==> config.mk <==
export PLATFORM = sky130hd
export DESIGN_NAME = host_port
export DESIGN_NICKNAME = d
export VERILOG_FILES = /design/src/spacing_tracker.sv /design/src/host_port.sv
export SDC_FILE = /design/constraint.sdc
export NUM_CORES = 1
export LEC_CHECK = 0
export BUFFER_PORTS_ARGS = -buffer_cell sky130_fd_sc_hd__buf_2
export CORE_UTILIZATION = 38
export CTS_CLUSTER_SIZE = 28
export DETAILED_ROUTE_END_ITERATION = 6
export PLACE_DENSITY_LB_ADDON = 0.25
export SYNTH_ARGS = -nofsm -noshare
export SYNTH_HDL_FRONTEND = slang
export SYNTH_SLANG_ARGS = --single-unit
==> constraint.sdc <==
create_clock -name core_clk -period 5.45 [get_ports core_clk]
set_input_delay 0 -clock core_clk [delete_from_list [all_inputs] [get_ports core_clk]]
set_output_delay 0 -clock core_clk [all_outputs]
set_load 0.02 [all_outputs]
==> src/spacing_tracker.sv <==
/*
  Holds the shared package for the host port and the write-to-read spacing tracker.
  Assumes a single 125 MHz core clock and a synchronous active-high reset.
*/
`timescale 1ns/1ps
`default_nettype none

package host_port_pkg;
  // ****************************************
  // pins and widths
  // ****************************************
  localparam int unsigned DATA_W    = 16;
  localparam int unsigned ADDR_W    = 7;
  localparam int unsigned PIN_W     = 4 + ADDR_W + DATA_W;
  localparam int unsigned PIN_CS    = 0;
  localparam int unsigned PIN_RD    = 1;
  localparam int unsigned PIN_WR    = 2;
  localparam int unsigned PIN_FSEL  = 3;
  localparam int unsigned PIN_ADDR  = 4;
  localparam int unsigned PIN_DATA  = PIN_ADDR + ADDR_W;
  localparam int unsigned WIDX_W    = ADDR_W - 1;

  // ****************************************
  // timing
  // ****************************************
  localparam int unsigned CLK_NS    = 8;
  localparam int unsigned WAIT0_NS  = 0;
  localparam int unsigned WAIT1_NS  = 45;
  localparam int unsigned WAIT2_NS  = 90;
  localparam int unsigned WAIT3_NS  = 135;
  localparam int unsigned WAIT4_NS  = 180;
  localparam int unsigned WAIT7_NS  = 315;
  localparam int unsigned TXLVL_NS  = 135;
  localparam int unsigned CNT_W     = 6;
  typedef logic [CNT_W-1:0] cnt_t;
  // longest times round down: the device must be settled by then
  localparam cnt_t WAIT0_CYC = cnt_t'(WAIT0_NS / CLK_NS);
  localparam cnt_t WAIT1_CYC = cnt_t'(WAIT1_NS / CLK_NS);
  localparam cnt_t WAIT2_CYC = cnt_t'(WAIT2_NS / CLK_NS);
  localparam cnt_t WAIT3_CYC = cnt_t'(WAIT3_NS / CLK_NS);
  localparam cnt_t WAIT4_CYC = cnt_t'(WAIT4_NS / CLK_NS);
  localparam cnt_t WAIT7_CYC = cnt_t'(WAIT7_NS / CLK_NS);
  localparam cnt_t TXLVL_CYC = cnt_t'(TXLVL_NS / CLK_NS);
  localparam cnt_t CNT_MAX   = {CNT_W{1'b1}};

  // ****************************************
  // word indices (address bits 6:1)
  // ****************************************
  typedef logic [WIDX_W-1:0] widx_t;
  localparam widx_t IDX_CHIP_IDENT = 6'h14;
  localparam widx_t IDX_IRQ_CFG    = 6'h15;
  localparam widx_t IDX_INT_STATUS = 6'h16;
  localparam widx_t IDX_ENDIAN     = 6'h19;
  localparam widx_t IDX_RX_FILL    = 6'h1f;
  localparam widx_t IDX_TX_FILL    = 6'h20;
  localparam widx_t IDX_PWR_MGMT   = 6'h21;
  localparam widx_t IDX_GPT_COUNT  = 6'h24;
  localparam widx_t IDX_FREE_RUN   = 6'h27;
  localparam widx_t IDX_RX_DROP    = 6'h28;

  function automatic cnt_t wait_for(input widx_t idx);
    cnt_t w;
    w = WAIT1_CYC;
    case (idx)
      IDX_CHIP_IDENT, IDX_ENDIAN, IDX_RX_FILL, IDX_RX_DROP: w = WAIT0_CYC;
      IDX_IRQ_CFG, IDX_TX_FILL, IDX_GPT_COUNT:             w = WAIT3_CYC;
      IDX_INT_STATUS:                                      w = WAIT2_CYC;
      IDX_PWR_MGMT:                                        w = WAIT7_CYC;
      IDX_FREE_RUN:                                        w = WAIT4_CYC;
      default:                                             w = WAIT1_CYC;
    endcase
    return w;
  endfunction : wait_for
endpackage : host_port_pkg

module spacing_tracker
  import host_port_pkg::*;
(
  // clock and reset
  input  wire logic                core_clk,
  input  wire logic                srst,
  // events
  input  wire logic                write_done,
  input  wire logic                read_start,
  input  wire logic                read_fifo,
  input  wire host_port_pkg::widx_t read_idx,
  // report
  output logic                     early_read_q,
  output host_port_pkg::widx_t     early_idx_q,
  output host_port_pkg::cnt_t      since_write_q
);
  import host_port_pkg::*;

  cnt_t  since_d;
  logic  early_d;

  // ****************************************
  // cycles since the end of the latest write
  // ****************************************
  // count from end of last write
  assign since_d = write_done ? '0 : (since_write_q == CNT_MAX ? CNT_MAX : since_write_q + cnt_t'(1));
  assign early_d = read_start & ~read_fifo & (since_write_q < wait_for(read_idx));

  always_ff @(posedge core_clk)
  begin
    if (srst)
    begin
      since_write_q <= CNT_MAX;
      early_read_q  <= 1'b0;
      early_idx_q   <= '0;
    end
    else
    begin
      since_write_q <= since_d;
      early_read_q  <= early_d;
      if (early_d)
      begin
        early_idx_q <= read_idx;
      end
    end
  end
endmodule : spacing_tracker

`default_nettype wire

==> src/host_port.sv <==
/*
  Device end of the 16-bit SRAM-like host port: pin sampling, cycle framing,
  register and FIFO access strobes, read data drive and write-to-read spacing watch.
  Assumes the core answers reg_rd_data one cycle after a read strobe and applies
  writes and pushes in the cycle they are strobed.
*/
`timescale 1ns/1ps
`default_nettype none

// What this block does
// - Register reads, burst reads and direct receive-FIFO reads (single or burst) are framed by chip select together with the read strobe.
// - Register writes and direct transmit-FIFO writes are framed by chip select together with the write strobe.
// - A transmit-FIFO write reaches the fill-level logic well inside 135 ns.
// - A register read too soon after a write may see the old value, and such reads are flagged.
module host_port
  import host_port_pkg::*;
(
  // clock and reset
  input  wire logic                         core_clk,
  input  wire logic                         srst,
  // host pins
  input  wire logic                         chip_sel_low,
  input  wire logic                         read_strobe_low,
  input  wire logic                         write_strobe_low,
  input  wire logic                         fifo_sel,
  input  wire logic [host_port_pkg::ADDR_W-1:0] addr,
  input  wire logic [host_port_pkg::DATA_W-1:0] data_in,
  output logic      [host_port_pkg::DATA_W-1:0] data_out_q,
  output logic                              data_oe_q,
  // register access toward the core
  output logic                              reg_wr_q,
  output logic                              reg_rd_q,
  output logic      [host_port_pkg::ADDR_W-1:0] reg_addr_q,
  output logic      [host_port_pkg::DATA_W-1:0] reg_wr_data_q,
  input  wire logic [host_port_pkg::DATA_W-1:0] reg_rd_data,
  // direct fifo access
  output logic                              tx_push_q,
  output logic                              rx_pop_q,
  // spacing report
  output logic                              early_read_q,
  output host_port_pkg::widx_t              early_idx_q,
  output logic                              tx_level_due
);
  import host_port_pkg::*;

  // ****************************************
  // pin sampling
  // ****************************************
  logic [PIN_W-1:0] pin_s1_q;
  logic [PIN_W-1:0] pin_s2_q;
  logic [PIN_W-1:0] pin_s3_q;
  logic [PIN_W-1:0] pin_q;
  logic [PIN_W-1:0] pin_raw;
  logic [PIN_W-1:0] pin_d;

  function automatic logic [PIN_W-1:0] agree(input logic [PIN_W-1:0] a, input logic [PIN_W-1:0] b,
                                             input logic [PIN_W-1:0] held);
    return (a & b) | (held & (a ^ b));
  endfunction : agree

  assign pin_raw = {data_in, addr, fifo_sel, write_strobe_low, read_strobe_low, chip_sel_low};
  // a level moves only once stages two and three agree
  assign pin_d   = agree(pin_s2_q, pin_s3_q, pin_q);

  always_ff @(posedge core_clk)
  begin
    if (srst)
    begin
      pin_s1_q <= '1;
      pin_s2_q <= '1;
      pin_s3_q <= '1;
      pin_q    <= '1;
    end
    else
    begin
      pin_s1_q <= pin_raw;
      pin_s2_q <= pin_s1_q;
      pin_s3_q <= pin_s2_q;
      pin_q    <= pin_d;
    end
  end

  // ****************************************
  // cycle framing
  // ****************************************
  wire              cs_on    = ~pin_q[PIN_CS];
  wire              fsel     = pin_q[PIN_FSEL];
  wire [ADDR_W-1:0] addr_now = pin_q[PIN_ADDR +: ADDR_W];
  wire [DATA_W-1:0] data_now = pin_q[PIN_DATA +: DATA_W];
  // read framed by select and read strobe low
  wire              rd_act   = cs_on & ~pin_q[PIN_RD];
  // write framed by select and write strobe
  wire              wr_act   = cs_on & ~pin_q[PIN_WR];

  logic              rd_act_q;
  logic              wr_act_q;
  logic              cap_fsel_q;
  logic              rd_wait_q;
  logic [ADDR_W-1:0] rd_addr_q;
  logic [ADDR_W-1:0] cap_addr_q;
  logic [DATA_W-1:0] cap_data_q;

  // a new address inside a held read starts the next burst word
  wire rd_start = rd_act & (~rd_act_q | (addr_now != rd_addr_q));
  // data is taken at the strobe's rising end, once the host has settled it
  wire wr_end   = wr_act_q & ~wr_act;

  always_ff @(posedge core_clk)
  begin
    if (srst)
    begin
      rd_act_q   <= 1'b0;
      wr_act_q   <= 1'b0;
      rd_addr_q  <= '0;
      cap_addr_q <= '0;
      cap_data_q <= '0;
      cap_fsel_q <= 1'b0;
    end
    else
    begin
      rd_act_q  <= rd_act;
      wr_act_q  <= wr_act;
      rd_addr_q <= addr_now;
      // last sample before the strobe rises is the written word
      if (wr_act)
      begin
        cap_addr_q <= addr_now;
        cap_data_q <= data_now;
        cap_fsel_q <= fsel;
      end
    end
  end

  // ****************************************
  // core strobes and read data
  // ****************************************
  // write committed the cycle after the strobe ends
  wire              reg_wr_d   = wr_end & ~cap_fsel_q;
  // push reaches the fill logic the cycle after the strobe ends
  wire              tx_push_d  = wr_end & cap_fsel_q;
  wire              reg_rd_d   = rd_start & ~fsel;
  // direct fifo read ignores upper address
  wire              rx_pop_d   = rd_start & fsel;
  // core answers one cycle after its pulse
  wire              rd_answer  = reg_rd_q | rx_pop_q;
  // a write end wins so its address travels with its pulse
  wire [ADDR_W-1:0] reg_addr_d = wr_end ? cap_addr_q : (rd_start ? addr_now : reg_addr_q);

  always_ff @(posedge core_clk)
  begin
    if (srst)
    begin
      reg_wr_q  <= 1'b0;
      tx_push_q <= 1'b0;
      reg_rd_q  <= 1'b0;
      rx_pop_q  <= 1'b0;
      rd_wait_q <= 1'b0;
      data_oe_q <= 1'b0;
    end
    else
    begin
      reg_wr_q  <= reg_wr_d;
      tx_push_q <= tx_push_d;
      reg_rd_q  <= reg_rd_d;
      rx_pop_q  <= rx_pop_d;
      rd_wait_q <= rd_answer;
      data_oe_q <= rd_act;
    end
  end

  // ****************************************
  // held address and data words
  // ****************************************
  always_ff @(posedge core_clk)
  begin
    if (srst)
    begin
      reg_addr_q    <= '0;
      reg_wr_data_q <= '0;
      data_out_q    <= '0;
    end
    else
    begin
      reg_addr_q <= reg_addr_d;
      if (wr_end)
      begin
        reg_wr_data_q <= cap_data_q;
      end
      // read word taken in the cycle the core presents it
      if (rd_wait_q)
      begin
        data_out_q <= reg_rd_data;
      end
    end
  end

  // ****************************************
  // spacing watch
  // ****************************************
  cnt_t since_write;

  // flag only: an early read still proceeds, so host throughput is kept
  // reads inside the wait are reported, not blocked
  spacing_tracker u_tracker (
    .core_clk      (core_clk),
    .srst          (srst),
    .write_done    (wr_end),
    .read_start    (rd_start),
    .read_fifo     (fsel),
    .read_idx      (addr_now[ADDR_W-1:1]),
    .early_read_q  (early_read_q),
    .early_idx_q   (early_idx_q),
    .since_write_q (since_write)
  );

  // fill level may still be settling after a push
  assign tx_level_due = (since_write < TXLVL_CYC) & cap_fsel_q;
endmodule : host_port

`default_nettype wire

==> results.toml <==
[route]
wl_per_cell_um = 12.51
drc = 0
drt-total-wl_mm = 12.64
antenna_left = 0
first_pass_iters = 4
viasPerCell = 4.603
drt_iter0_drc = 188
via_count = 4649

[cts]
cts_buffers = 17
cts_tree = "built"
cts.htree.levels = 4
clkLatencyLatePin_ps = 440
post_cts_buffers = 0
clk_pin_slew_ps = 70
cts_buffer_depth = 2
cts.sinks = 198
cts_root_buffer = "clkbuf_16"

[min_path]
hold_class = "primary input to flop"
min_from = "srst"

[sta]
fin_crit_sh_pct = 54.93
final.setup.worst_slack_ps = 2456
period_needed_ps = 2994
finalSetupViolCount = 0
rsz0062_at_grt = "no"
fin_skew_ps = 8.229
final_hold_viol_count = 0
relSlewSlack_pct = 29.29
slew_violations = 0
fmax_mhz = 334.0
setup_tns_ps = 0
worst_slew_pin_slew_ps = 1058

[logic_synthesis]
synth_fp_nets = 731
synth_area_per_cell_um2 = 10.59
postSynthCellCount = 653
async_flop_share_pct = 0
ys_warn_count = 0
ys_seq_area_share_pct = 57.32
ys_types = 43
ys_dominant_reg_cell = "dfxtp_1"
synth_edf_count = 0
ys_seq_elements = 198
syn_area_um2 = 6915

[job]
cap_violations = 0

[final_layout]
final_common_cell = "dfxtp_1"
final_cell_mix = "dfxtp_1, buf_2, nand2_1"
syn_to_final_growth_pct = 23.50
drive_gt1_share_pct = 29.30
nets = 850
n_antenna_cell = 0

[worst_setup_path]
worstPathCellList = "nand2_1 > nor2_1 > nand3b_1 > or2_2 > ha_1 > a211oi_1 > nor2_1 > nor3_1 > nor3b_4 > mux2_4"
critPathKind = "flop to flop"
max_stage_delay_ps = 580
slowest_stage = "dfxtp_1"
start_kind = "flop"
reg2reg_from = "pin_q[7]"
path_buf_inv = 0
rrSetupSlack_ps = 2460
cp-end-kind = "flop"
crit_arrival_ps = 3320
crit_start = "pin_q[7]"
cp_data_required_time_ps = 5770
crit_path_frequent_cell = "nor2_1"
crit_family = "simple AND/OR/NAND/NOR gates"
path_max_fanout = 12

[pwr]
static-leakage-power_nw = 3.496
ir_worst_vdd_mv = 0.2426
p_per_area_nw_per_um2 = 353.6

[floorplan]
initial_core_util_pct = 39.43
dieArea_um2 = 18740
die_y_um = 136.9
row_count = 48
coreArea_um2 = 17540
die_w_um = 136.9
io_pins = 97

[grt]
grt_max_degree = 102
grt_pass1_vias = 4547
grt-ovfl-total = 0
grt_pass1_wl_mm = 21.05
track_usage_pct = 14.39
antenna_found_initial = 0

[placed_design]
io_buffer_count = 96
dp_slack_ps = 2467
dp_hpwl_mm = 8.216
gp_congestion = 0.7691

[run_status]
status = "completed"
-- metal layers --
| metal | global-route usage (%) | vias to the layer above | wire, um |
|---|---|---|---|
| met5 | 0 | - | 0 |
| met2 | 22.87 | 101 | 5605 |
| met4 | 7.448 | 0 | 296 |
| met1 | 18.28 | 2104 | 6250 |
| li1 | - | 2425 | - |
| met3 | 3.185 | 19 | 485 |
-- final timing paths --
check / depth (start not counted) / endpoint
worst max-delay path: 10 / u_tracker.early_idx_q[1]
worst min-delay path: 2 / rd_wait_q
worst max register to register: 10 / u_tracker.early_idx_q[1]
worst min register to register: 1 / pin_s2_q[4]
-- registers in the layout (all words and copies together) (netlist names), 6 cells and up --
| register | flops |
|---|---|
| data_out_q | 16 |
| reg_addr_q | 7 |
| cap_data_q | 16 |
| pin_q | 27 |
| pin_s1_q | 27 |
| u_tracker.early_idx_q | 6 |
| reg_wr_data_q | 16 |
| u_tracker.since_write_q | 6 |
| pin_s2_q | 27 |
| pin_s3_q | 27 |
| rd_addr_q | 7 |
| cap_addr_q | 7 |
-- per-stage QoR --
step           hold WS, ps  total power, mW  area (um^2)  cells  util [%]
5_1_grt              242.8            3.152         8541   1010     48.70
3_3_place_gp         181.5            1.753         7486    935     42.69
2_1_floorplan        82.69            1.712         6915    653         -
3_5_place_dp         183.6            1.771         7486    935     42.69
6_report             201.8            3.020         8541   1010     48.70
4_1_cts              196.7            3.059         8541   1010     48.70
-- power breakdown --
group,total [mW],switching (mW),internal [mW]
Combinational,0.215,0.0957,0.119
Clock,1.26,0.628,0.634
Sequential,1.54,0.0445,1.50
-- cells in the mapped netlist, drive strengths merged (3+ instances only) --
| cell | count | area share, % |
|---|---|---|
| dfxtp | 198 | 57 |
| nand2 | 85 | 4.6 |
| or2 | 84 | 7.6 |
| a21oi | 44 | 3.2 |
| nor2 | 34 | 1.8 |
| ha | 33 | 6.0 |
| clkbuf | 28 | 1.7 |
| a211o | 27 | 3.4 |
| mux2i | 24 | 3.5 |
| buf | 13 | 1.3 |
| and2b | 11 | 1.3 |
| xnor2 | 10 | 1.3 |
| a211oi | 8 | 0.87 |
| mux2 | 6 | 1.3 |
| nand3 | 6 | 0.43 |
| o21ai | 6 | 0.49 |
| nand3b | 4 | 0.43 |
| nor3 | 4 | 0.29 |
| nor2b | 3 | 0.27 |
| nor3b | 3 | 0.49 |
-- timing repair --
item,in CTS,in global routing
gates resized for setup,0,0
hold endpoints to repair,43,0
hold buffers,43,0
-- cell type report --
type / count / area, um^2
inverter: 2 / 7.507
multi-input combinational: 412 / 2735
tap: 225 / 281.5
clock buffer: 17 / 425.4
timing repair buffer: 141 / 928.4
sequential: 198 / 3964
fill: 1631 / 8996
clock inverter: 15 / 198.9
-- kinds of logic after synthesis --
kind of cell | count (synthesis) | share of synthesized area, %
buffers and inverters | 43 | 3.130
muxes | 30 | 4.777
and+or+nand+nor | 246 | 18.55
AOI/OAI and AO/OA | 93 | 8.992
xor gates and xnor gates | 10 | 1.266
DFF | 198 | 57.32
adders and majority gates | 33 | 5.971
Power figures use the tool's default switching activity.
